File: src/hdl/smsl_pkg.sv
/*
 * constants for the synthesizer mode, seed and filter register bank.
 * assumes a 32-bit classic wishbone bus with word addressing by index*4.
 */
// What this block does
// - oscillator subsystem enabled only by modes bit 0 and chip-enable input.
// - bit 4 enables primary LO buffer, bit 5 secondary LO buffer.
// - bit 6 enables the external oscillator input path, reset clear.
// - pre-lock mute bit 7 mutes both LO buffers until lock.
// - bit 8 set drives only primary negative pin, else differential.
// - bit 9 set drives only secondary negative pin, else differential.
// - bit 11 routes charge pump to output a (0) or b (1).
// - modes register resets to 0x1ab.
// - bias bits 20:19 reset zero; bits 18:0 reserved reset 0x54c1.
// - in exact mode seed sets phase as 2pi times seed over 2^24.
// - outside exact mode with auto seeding, seed sets start phase.
// - outside exact mode with auto seeding off, seed reloads as start phase per change.
// - filter band codes 0..15 select corners, reset code 15.
// - filter register is write-only and reads back as zero.
// - in exact mode with phase sync set, chip-enable rising edge triggers phase resync.
package smsl_pkg;
    // ------------------------------------------------------------
    // register indices (byte address = index * 4)
    // ------------------------------------------------------------
    localparam logic [7:0] SMSL_IDX_MODES = 8'h17;
    localparam logic [7:0] SMSL_IDX_BIAS = 8'h18;
    localparam logic [7:0] SMSL_IDX_CAL = 8'h19;
    localparam logic [7:0] SMSL_IDX_SEED = 8'h1a;
    localparam logic [7:0] SMSL_IDX_LPF = 8'h21;
    localparam logic [7:0] SMSL_IDX_CTRL = 8'h30;
    localparam logic [7:0] SMSL_IDX_STAT = 8'h31;
    // ------------------------------------------------------------
    // reset values
    // ------------------------------------------------------------
    localparam logic [23:0] SMSL_MODES_RST = 24'h00_01ab;
    localparam logic [23:0] SMSL_BIAS_RST = 24'h00_54c1;
    localparam logic [23:0] SMSL_CAL_RST = 24'h00_0aaa;
    localparam logic [23:0] SMSL_SEED_RST = 24'hb2_9d0b;
    localparam logic [3:0] SMSL_LPF_RST = 4'hf;
    localparam logic [7:0] SMSL_LPF_KEY = 8'hc1;
    // ------------------------------------------------------------
    // modes field positions
    // ------------------------------------------------------------
    localparam int SMSL_M_MASTER = 0;
    localparam int SMSL_M_OSC = 1;
    localparam int SMSL_M_EXTBUF = 2;
    localparam int SMSL_M_LOOPBUF = 3;
    localparam int SMSL_M_LO1 = 4;
    localparam int SMSL_M_LO2 = 5;
    localparam int SMSL_M_EXTIN = 6;
    localparam int SMSL_M_MUTE = 7;
    localparam int SMSL_M_SE1 = 8;
    localparam int SMSL_M_SE2 = 9;
    localparam int SMSL_M_PUMP = 11;
    localparam int SMSL_B_BIAS_LO = 19;
    // control register (own): exact mode, auto seed, phase sync
    localparam int SMSL_C_EXACT = 0;
    localparam int SMSL_C_AUTOSEED = 1;
    localparam int SMSL_C_PSYNC = 2;
    localparam logic [2:0] SMSL_CTRL_RST = 3'h4;
    typedef enum logic [1:0] {
        SMSL_IDLE = 2'b00,
        SMSL_ACK = 2'b01
    } smsl_bus_t;
endpackage : smsl_pkg

File: src/hdl/smsl_pin_drv.sv
/*
 * one LO output pair: enable, mute and single-ended selection.
 * assumes the lock and mute levels are synchronous to clk_i.
 */
`timescale 1ns/1ns
module smsl_pin_drv
    import smsl_pkg::*;
(
    input wire logic clk_i,
    input wire logic rst_i,
    input wire logic osc_on_i,
    input wire logic buf_en_i,
    input wire logic mute_en_i,
    input wire logic locked_i,
    input wire logic single_i,
    output logic pos_o,
    output logic neg_o
);
    typedef struct packed {
        logic pos;
        logic neg;
    } smsl_drv_t;
    smsl_drv_t st_r;
    smsl_drv_t st_nxt;
    logic live;

    // buffer live only when enabled and not held by the pre-lock mute
    always_comb begin
        live = osc_on_i & buf_en_i & ~(mute_en_i & ~locked_i);
        st_nxt.neg = live;
        st_nxt.pos = live & ~single_i;
    end

    always_ff @(posedge clk_i) begin
        if (rst_i) begin
            st_r <= '0;
        end else begin
            st_r <= st_nxt;
        end
    end

    assign pos_o = st_r.pos;
    assign neg_o = st_r.neg;

    a_mute_holds: assert property (
        @(posedge clk_i) disable iff (rst_i)
        (mute_en_i && !locked_i) |=> !neg_o && !pos_o
    ) else $error("pin driven while muted before lock");
    a_single_pos: assert property (
        @(posedge clk_i) disable iff (rst_i)
        single_i |=> !pos_o
    ) else $error("positive pin driven in single-ended mode");
endmodule : smsl_pin_drv

File: src/hdl/smsl_phase.sv
/*
 * start-phase loader: chooses when the seed becomes the output phase.
 * assumes chip-enable and frequency-change strobes are synchronous.
 */
`timescale 1ns/1ns
module smsl_phase
    import smsl_pkg::*;
#(
    parameter int W = 24
)
(
    input wire logic clk_i,
    input wire logic rst_i,
    input wire logic [W-1:0] seed_i,
    input wire logic exact_i,
    input wire logic autoseed_i,
    input wire logic psync_i,
    input wire logic chip_en_i,
    input wire logic freq_chg_i,
    input wire logic start_i,
    output logic [W-1:0] phase_o,
    output logic load_o
);
    typedef struct packed {
        logic [W-1:0] phase;
        logic load;
        logic ce;
    } smsl_ph_t;
    smsl_ph_t st_r;
    smsl_ph_t st_nxt;
    logic trig;

    // pick the load event by mode
    always_comb begin
        st_nxt = st_r;
        st_nxt.ce = chip_en_i;
        trig = 1'b0;
        if (exact_i) begin
            trig = start_i | (psync_i & chip_en_i & ~st_r.ce);
        end else if (autoseed_i) begin
            trig = start_i;
        end else begin
            trig = start_i | freq_chg_i;
        end
        st_nxt.load = trig;
        if (trig) begin
            st_nxt.phase = seed_i;
        end
    end

    always_ff @(posedge clk_i) begin
        if (rst_i) begin
            st_r <= '0;
        end else begin
            st_r <= st_nxt;
        end
    end

    assign phase_o = st_r.phase;
    assign load_o = st_r.load;

    a_reload_chg: assert property (
        @(posedge clk_i) disable iff (rst_i)
        (!exact_i && !autoseed_i && freq_chg_i) |=>
        load_o && phase_o == $past(seed_i)
    ) else $error("seed not reloaded after frequency change");
    a_sync_trig: assert property (
        @(posedge clk_i) disable iff (rst_i)
        (exact_i && psync_i && chip_en_i && !$past(chip_en_i)) |=> load_o
    ) else $error("phase sync trigger missed");
    c_sync: cover property (@(posedge clk_i) exact_i && psync_i && load_o);
endmodule : smsl_phase

File: src/hdl/smsl_regs.sv
/*
 * synthesizer mode, bias, calibration, seed and filter register bank.
 * assumes a classic wishbone master, 32-bit data, one clock.
 */
`timescale 1ns/1ns
module smsl_regs
    import smsl_pkg::*;
(
    input wire logic clk_i,
    input wire logic rst_i,
    // wishbone slave
    input wire logic cyc_i,
    input wire logic stb_i,
    input wire logic we_i,
    input wire logic [9:0] adr_i,
    input wire logic [3:0] sel_i,
    input wire logic [31:0] dat_i,
    output logic [31:0] dat_o,
    output logic ack_o,
    output logic err_o,
    // device side
    input wire logic chip_en_i,
    input wire logic pll_locked_i,
    input wire logic freq_chg_i,
    output logic osc_on_o,
    output logic osc_core_on_o,
    output logic ext_buf_on_o,
    output logic loop_buf_on_o,
    output logic ext_in_on_o,
    output logic primary_lo_pos_pin_o,
    output logic primary_lo_neg_pin_o,
    output logic secondary_lo_pos_pin_o,
    output logic secondary_lo_neg_pin_o,
    output logic pump_output_a_o,
    output logic pump_output_b_o,
    output logic [1:0] ext_bias_o,
    output logic [23:0] cal_o,
    output logic [3:0] lpf_band_o,
    output logic [23:0] phase_o,
    output logic phase_load_o
);
    // ------------------------------------------------------------
    // state
    // ------------------------------------------------------------
    typedef struct packed {
        smsl_bus_t bus;
        logic ack;
        logic err;
        logic [31:0] rdat;
        logic [23:0] modes;
        logic [23:0] bias;
        logic [23:0] cal;
        logic [23:0] seed;
        logic [3:0] lpf;
        logic [2:0] ctrl;
        logic start;
        logic osc;
    } smsl_st_t;
    smsl_st_t st_r;
    smsl_st_t st_nxt;
    logic [7:0] idx;
    logic req;
    logic hit;
    logic [31:0] wmask;

    // word index from the byte address; the low two bits are ignored,
    // so a misaligned access lands on the word that holds it
    assign idx = adr_i[9:2];
    // a request stands while cycle and strobe are both high
    assign req = cyc_i & stb_i;

    // byte-lane write mask from sel
    always_comb begin
        for (int b = 0; b < 4; b++) begin
            wmask[b*8 +: 8] = {8{sel_i[b]}};
        end
    end

    // decode valid register indices
    always_comb begin
        case (idx)
            SMSL_IDX_MODES, SMSL_IDX_BIAS, SMSL_IDX_CAL, SMSL_IDX_SEED,
            SMSL_IDX_LPF, SMSL_IDX_CTRL, SMSL_IDX_STAT: hit = 1'b1;
            default: hit = 1'b0;
        endcase
    end

    // ------------------------------------------------------------
    // bus and register next state
    // ------------------------------------------------------------
    always_comb begin
        st_nxt = st_r;
        st_nxt.ack = 1'b0;
        st_nxt.err = 1'b0;
        // oscillator on needs master bit and chip enable
        st_nxt.osc = st_r.modes[SMSL_M_MASTER] & chip_en_i;
        // start pulse when the subsystem turns on;
        // it loads the seed as start phase in every mode
        st_nxt.start = st_nxt.osc & ~st_r.osc;
        case (st_r.bus)
            SMSL_IDLE: begin
                if (req) begin
                    st_nxt.bus = SMSL_ACK;
                    st_nxt.ack = hit;
                    st_nxt.err = ~hit;
                    st_nxt.rdat = 32'h0000_0000;
                    if (!we_i) begin
                        case (idx)
                            SMSL_IDX_MODES: st_nxt.rdat = {8'h00, st_r.modes};
                            SMSL_IDX_BIAS: st_nxt.rdat = {8'h00, st_r.bias};
                            SMSL_IDX_CAL: st_nxt.rdat = {8'h00, st_r.cal};
                            SMSL_IDX_SEED: st_nxt.rdat = {8'h00, st_r.seed};
                            SMSL_IDX_LPF: st_nxt.rdat = 32'h0000_0000;
                            SMSL_IDX_CTRL: st_nxt.rdat = {29'h0, st_r.ctrl};
                            SMSL_IDX_STAT: st_nxt.rdat =
                                {30'h0, pll_locked_i, st_r.osc};
                            default: st_nxt.rdat = 32'h0000_0000;
                        endcase
                    end else begin
                        case (idx)
                            SMSL_IDX_MODES: st_nxt.modes =
                                (st_r.modes & ~wmask[23:0])
                                | (dat_i[23:0] & wmask[23:0]);
                            SMSL_IDX_BIAS: st_nxt.bias =
                                (st_r.bias & ~wmask[23:0])
                                | (dat_i[23:0] & wmask[23:0]);
                            SMSL_IDX_CAL: st_nxt.cal =
                                (st_r.cal & ~wmask[23:0])
                                | (dat_i[23:0] & wmask[23:0]);
                            SMSL_IDX_SEED: st_nxt.seed =
                                (st_r.seed & ~wmask[23:0])
                                | (dat_i[23:0] & wmask[23:0]);
                            SMSL_IDX_LPF: begin
                                // only the band code is kept; the key
                                // byte in the upper lane is not stored
                                if (sel_i[0]) begin
                                    st_nxt.lpf = dat_i[3:0];
                                end
                            end
                            SMSL_IDX_CTRL: begin
                                if (sel_i[0]) begin
                                    st_nxt.ctrl = dat_i[2:0];
                                end
                            end
                            default: st_nxt.rdat = 32'h0000_0000;
                        endcase
                    end
                end
            end
            SMSL_ACK: begin
                // the master still holds its request while ack stands;
                // this state keeps it from being taken twice, and the
                // bus is idle again one cycle later
                st_nxt.bus = SMSL_IDLE;
            end
            default: st_nxt.bus = SMSL_IDLE;
        endcase
    end

    // ------------------------------------------------------------
    // registers
    // ------------------------------------------------------------
    always_ff @(posedge clk_i) begin
        if (rst_i) begin
            st_r.bus <= SMSL_IDLE;
            st_r.ack <= 1'b0;
            st_r.err <= 1'b0;
            st_r.rdat <= 32'h0000_0000;
            st_r.modes <= SMSL_MODES_RST;
            st_r.bias <= SMSL_BIAS_RST;
            st_r.cal <= SMSL_CAL_RST;
            st_r.seed <= SMSL_SEED_RST;
            st_r.lpf <= SMSL_LPF_RST;
            st_r.ctrl <= SMSL_CTRL_RST;
            st_r.start <= 1'b0;
            st_r.osc <= 1'b0;
        end else begin
            st_r <= st_nxt;
        end
    end

    // ------------------------------------------------------------
    // outputs
    // ------------------------------------------------------------
    // bus answer straight from the state registers
    assign ack_o = st_r.ack;
    assign err_o = st_r.err;
    assign dat_o = st_r.rdat;
    assign osc_on_o = st_r.osc;
    // every enable below is gated by the running subsystem
    assign osc_core_on_o = st_r.osc & st_r.modes[SMSL_M_OSC];
    assign ext_buf_on_o = st_r.osc & st_r.modes[SMSL_M_EXTBUF];
    assign loop_buf_on_o = st_r.osc & st_r.modes[SMSL_M_LOOPBUF];
    assign ext_in_on_o = st_r.osc & st_r.modes[SMSL_M_EXTIN];
    assign pump_output_a_o = st_r.osc & ~st_r.modes[SMSL_M_PUMP];
    assign pump_output_b_o = st_r.osc & st_r.modes[SMSL_M_PUMP];
    assign ext_bias_o = st_r.bias[SMSL_B_BIAS_LO +: 2];
    assign cal_o = st_r.cal;
    assign lpf_band_o = st_r.lpf;

    // primary LO pair
    smsl_pin_drv u_lo1 (
        .clk_i(clk_i),
        .rst_i(rst_i),
        .osc_on_i(st_r.osc),
        .buf_en_i(st_r.modes[SMSL_M_LO1]),
        .mute_en_i(st_r.modes[SMSL_M_MUTE]),
        .locked_i(pll_locked_i),
        .single_i(st_r.modes[SMSL_M_SE1]),
        .pos_o(primary_lo_pos_pin_o),
        .neg_o(primary_lo_neg_pin_o)
    );

    // secondary LO pair
    smsl_pin_drv u_lo2 (
        .clk_i(clk_i),
        .rst_i(rst_i),
        .osc_on_i(st_r.osc),
        .buf_en_i(st_r.modes[SMSL_M_LO2]),
        .mute_en_i(st_r.modes[SMSL_M_MUTE]),
        .locked_i(pll_locked_i),
        .single_i(st_r.modes[SMSL_M_SE2]),
        .pos_o(secondary_lo_pos_pin_o),
        .neg_o(secondary_lo_neg_pin_o)
    );

    // seed to phase loader
    smsl_phase #(
        .W(24)
    ) u_phase (
        .clk_i(clk_i),
        .rst_i(rst_i),
        .seed_i(st_r.seed),
        .exact_i(st_r.ctrl[SMSL_C_EXACT]),
        .autoseed_i(st_r.ctrl[SMSL_C_AUTOSEED]),
        .psync_i(st_r.ctrl[SMSL_C_PSYNC]),
        .chip_en_i(chip_en_i),
        .freq_chg_i(freq_chg_i),
        .start_i(st_r.start),
        .phase_o(phase_o),
        .load_o(phase_load_o)
    );

    // ------------------------------------------------------------
    // checks
    // ------------------------------------------------------------
    // oscillator follows master bit and chip enable, one cycle late
    a_master_ce: assert property (
        @(posedge clk_i)
        disable iff (rst_i)
        !chip_en_i |=> !osc_on_o
    ) else $error("oscillator on without chip enable");
    a_osc_up: assert property (
        @(posedge clk_i)
        disable iff (rst_i)
        (st_r.modes[SMSL_M_MASTER] && chip_en_i) |=> osc_on_o
    ) else $error("oscillator off with master bit and chip enable");

    // charge pump drives one output at most
    a_pump_route: assert property (
        @(posedge clk_i)
        disable iff (rst_i)
        !(pump_output_a_o && pump_output_b_o)
    ) else $error("charge pump on both outputs");

    // a disabled output buffer leaves both of its pins off
    a_lo1_off: assert property (
        @(posedge clk_i)
        disable iff (rst_i)
        !st_r.modes[SMSL_M_LO1]
        |=> !primary_lo_pos_pin_o && !primary_lo_neg_pin_o
    ) else $error("primary pins on with buffer disabled");
    a_lo2_off: assert property (
        @(posedge clk_i)
        disable iff (rst_i)
        !st_r.modes[SMSL_M_LO2]
        |=> !secondary_lo_pos_pin_o && !secondary_lo_neg_pin_o
    ) else $error("secondary pins on with buffer disabled");

    // external input path only with its mode bit
    a_ext_in: assert property (
        @(posedge clk_i)
        disable iff (rst_i)
        !st_r.modes[SMSL_M_EXTIN] |-> !ext_in_on_o
    ) else $error("external input on while disabled");

    // every turn-on loads the seed as start phase
    a_start_load: assert property (
        @(posedge clk_i)
        disable iff (rst_i)
        $rose(osc_on_o) |=> phase_load_o
    ) else $error("no phase load after turn-on");

    // filter band reads as zero and moves only on its own write
    a_lpf_noread: assert property (
        @(posedge clk_i)
        disable iff (rst_i)
        (req && !we_i && idx == SMSL_IDX_LPF && st_r.bus == SMSL_IDLE)
        |=> ack_o && dat_o == 32'h0000_0000
    ) else $error("filter register returned data");
    a_lpf_hold: assert property (
        @(posedge clk_i)
        disable iff (rst_i)
        !(req && we_i && idx == SMSL_IDX_LPF) |=> $stable(lpf_band_o)
    ) else $error("filter band changed without a write");

    // values after reset, seen on the edge after each reset edge
    a_modes_rst: assert property (
        @(posedge clk_i)
        $past(rst_i) |-> st_r.modes == 24'h00_01ab
    ) else $error("modes reset value wrong");
    a_lpf_rst: assert property (
        @(posedge clk_i)
        $past(rst_i) |-> lpf_band_o == 4'hf && ext_bias_o == 2'b00
    ) else $error("filter or bias reset wrong");
    a_other_rst: assert property (
        @(posedge clk_i)
        $past(rst_i) |-> st_r.bias == SMSL_BIAS_RST
        && cal_o == SMSL_CAL_RST && st_r.seed == SMSL_SEED_RST
    ) else $error("bias, calibration or seed reset wrong");

    // bus answers: one pulse per request, ack or err but never both
    a_ack_one: assert property (
        @(posedge clk_i)
        disable iff (rst_i)
        ack_o |=> !ack_o
    ) else $error("ack held two cycles");
    a_one_answer: assert property (
        @(posedge clk_i)
        disable iff (rst_i)
        !(ack_o && err_o)
    ) else $error("ack and err together");
    a_unmapped_refused: assert property (
        @(posedge clk_i)
        disable iff (rst_i)
        (req && !hit && st_r.bus == SMSL_IDLE) |=> err_o && !ack_o
    ) else $error("unmapped index not refused");

    // main scenarios
    c_write: cover property (@(posedge clk_i) ack_o && we_i);
    c_read: cover property (@(posedge clk_i) ack_o && !we_i);
    c_unmapped: cover property (@(posedge clk_i) err_o);
    c_lpf_write: cover property (@(posedge clk_i)
        req && we_i && idx == SMSL_IDX_LPF && ack_o);
endmodule : smsl_regs

File: config.mk
export PLATFORM = sky130hd
export DESIGN_NAME = smsl_regs
export DESIGN_NICKNAME = d
export VERILOG_FILES = /design/src/hdl/smsl_pkg.sv /design/src/hdl/smsl_pin_drv.sv /design/src/hdl/smsl_phase.sv /design/src/hdl/smsl_regs.sv
export SDC_FILE = /design/constraint.sdc
export NUM_CORES = 1
export LEC_CHECK = 0
export BUFFER_PORTS_ARGS = -buffer_cell sky130_fd_sc_hd__buf_2
export CAP_MARGIN = 20
export CORE_MARGIN = 2
export CORE_UTILIZATION = 25
export CTS_CLUSTER_DIAMETER = 30
export DETAILED_ROUTE_END_ITERATION = 8
export GPL_ROUTABILITY_DRIVEN = 0
export PLACE_DENSITY_LB_ADDON = 0.15
export SLEW_MARGIN = 20
export SYNTH_ARGS = -nofsm -noshare
export SYNTH_HDL_FRONTEND = slang
export SYNTH_SLANG_ARGS = --single-unit
File: constraint.sdc
create_clock -name clk_i -period 2.6 [get_ports clk_i]
set_input_delay 0.39 -clock clk_i [delete_from_list [all_inputs] [get_ports clk_i]]
set_output_delay 0.39 -clock clk_i [all_outputs]
set_load 0.01 [all_outputs]
==> impl_metrics.yaml <==
run_status:
  status: "completed"
cts:
  cts_made_buffers: 17
  clk_path_buf_depth: 2
  clock-root-buffer: "clkbuf_16"
  tritoncts: "done"
  clk_latency_ns: 0.43
  numClockSinks: 162
  cts.htree.levels: 4
  clk_pin_slew_worst_paths_ns: 0.06
  post_cts_buffers: 0
  cts_resized: 0
  ctsHoldBuffers: 0
final_layout:
  num-fill-cells: 3141
  regArea_mm2: 0.00324
  drive_gt1_share_pct: 25.4
  stdcell_area_mm2: 0.00867
  syn_to_final_growth_pct: 17.5
  multi_input_area_mm2: 0.00334
  fin_nets: 968
yosys:
  ys_top_cells_by_count: "dfxtp_1 (162), nand2_1 (157), buf_4 (86), a21oi_1 (67), nor2_1 (58)"
  syn_area_mm2: 0.00738
  synthTopCellsByArea: "dfxtp_1 (44%), buf_4 (8.7%), nand2_1 (8.0%)"
  syn_inst: 846
  ys.flop_type: "dfxtp_1"
  synth-seq-cells: 162
  synth.most_common_cell: "dfxtp_1"
  synth_edf_count: 0
  synth-warning-count: 0
  synth_top_area_share_pct: 43.9
  synth_async_sr_flop_share_pct: 0
  synth.avg_cell_area_um2: 8.73
  synth_top_cell_by_area: "dfxtp_1"
  ys_types: 45
  yosysSeqAreaShare_pct: 43.9
sta:
  hold_violations: 0
  slew_viol_final: 0
  fin_skew_ns: 0.00999
  tightest_slew_ns: 0.608
  rsz0062_at_grt: "false"
  fmax_mhz: 481
  relSlewSlack_pct: 59.5
  fin_crit_ns: 2.08
  setup_viol: 0
  final.setup.tns_ns: 0
  fin_crit_sh_pct: 80.0
route:
  wire_per_inst_um: 18.5
  wl_um: 24300
  viasPerCell: 4.52
  drtAntennaViolNets: 0
  vias: 5927
  drtIter0Drc: 363
  drtPass1Iterations: 5
  drc: 0
die:
  dieWidth_um: 176
  die_height_um: 176
  initial_core_util_pct: 25.6
  coreArea_mm2: 0.0289
  dieArea_mm2: 0.0309
  row_count: 62
  pin_count: 154
power_and_ir_drop:
  leakagePower_uw: 0.00340
  power.density_mw_per_mm2: 629
  vdd_ir_drop_max_mv: 0.408
hold_path:
  min_path_type: "in -> reg"
placement:
  numPortBuffers: 134
  place_hpwl_um: 16900
  dpl_cell_area_mm2: 0.00807
grt:
  grt_pass1_wl_um: 36700
  grt_usage_pct: 15.8
  grt_pass1_vias: 5767
  grt_start_max_net_pins: 71
  antenna_found_initial: 3
  grt_overflow: 0
critical_path:
  cp_data_required_time_ns: 2.94
  end_kind: "register"
  worstPathMaxFanout: 17
  critPathKind: "in -> reg"
  worstPathArrival_ns: 2.42
  start_kind: "input pin"
run:
  drv_cap: 0
-- cell type report --
| class | instances | share of cell area (%) |
|---|---|---|
| sequential | 162 | 37.4 |
| multi-input combinational | 559 | 38.5 |
| clock buffer | 21 | 5.42 |
| timing repair buffer | 174 | 11.7 |
| clock inverter | 9 | 1.50 |
| antenna | 1 | 0.0288 |
| tap | 384 | 5.54 |
-- metrics by stage --
step / util (%) / hold WS (ns) / setup slack [ns] / cells / power, uW
floorplan: - / 0.414 / 0.372 / 853 / 2750
global placement: 28.0 / 0.436 / 0.0993 / 1279 / 2880
detailed placement: 28.0 / 0.441 / 0.0546 / 1279 / 2880
CTS: 30.1 / 0.215 / 0.501 / 1309 / 5530
global route: 30.1 / 0.223 / 0.418 / 1309 / 5660
finish: 30.1 / 0.232 / 0.521 / 1310 / 5450
-- placed cells by master (no fill, tap or decap), types with 10 or more instances in the layout --
master and count:
buf_2 133, a21oi_1 67, and2_1 22, clkbuf_16 17
nor2b_1 19, o2bb2ai_1 14, dfxtp_1 162, nor2_1 58
mux2i_1 54, a21oi_2 10, o21ai_0 14, a22oi_1 15
nand3b_1 25, nand3_1 15, nand2_1 157, o21ai_2 10
buf_4 38, a211o_1 10
-- critical path: stages --
cell and delay, ns:
buf_2 0.13, or4b_4 0.56, or3_1 0.42, a311oi_4 0.44, buf_12 0.24, a21oi_1 0.05
nor3_1 0.18
-- path summary, 6_finish.rpt --
check,end,slack [ns],depth (start not counted),start
hold / removal,u_phase.st_r[0],0.23,2,chip_en_i
setup reg to reg,st_r[2],0.65,5,st_r[139]
hold reg to reg,register,0.44,2,register
setup / recovery,dat_o[4],0.52,7,adr_i[9]
-- routing by layer --
metal	global-route usage, %	vias to the layer above	wire length, um
met2	24.7	141	11000
li1	-	2955	-
met1	22.0	2808	11900
met5	0	-	23
met4	4.13	4	276
met3	3.61	19	1100
-- kinds of logic after synthesis --
family                    Yosys count  synth area share [%]
xor gates and xnor gates            1                 0.119
muxes                              54                  7.32
other                               1                0.0508
and+or+nand+nor                   330                  21.7
DFF                               162                  43.9
buffers and inverters             132                  11.4
AOI/OAI and AO/OA                 166                  15.5
-- where the power goes --
part           total [uW]  switching [uW]  internal (uW)
Combinational         310             203            107
Sequential           2510            11.9           2500
Clock                2630            1050           1580
Total                5450            1260           4190
Note: power is estimated with default switching activity, not from simulation.
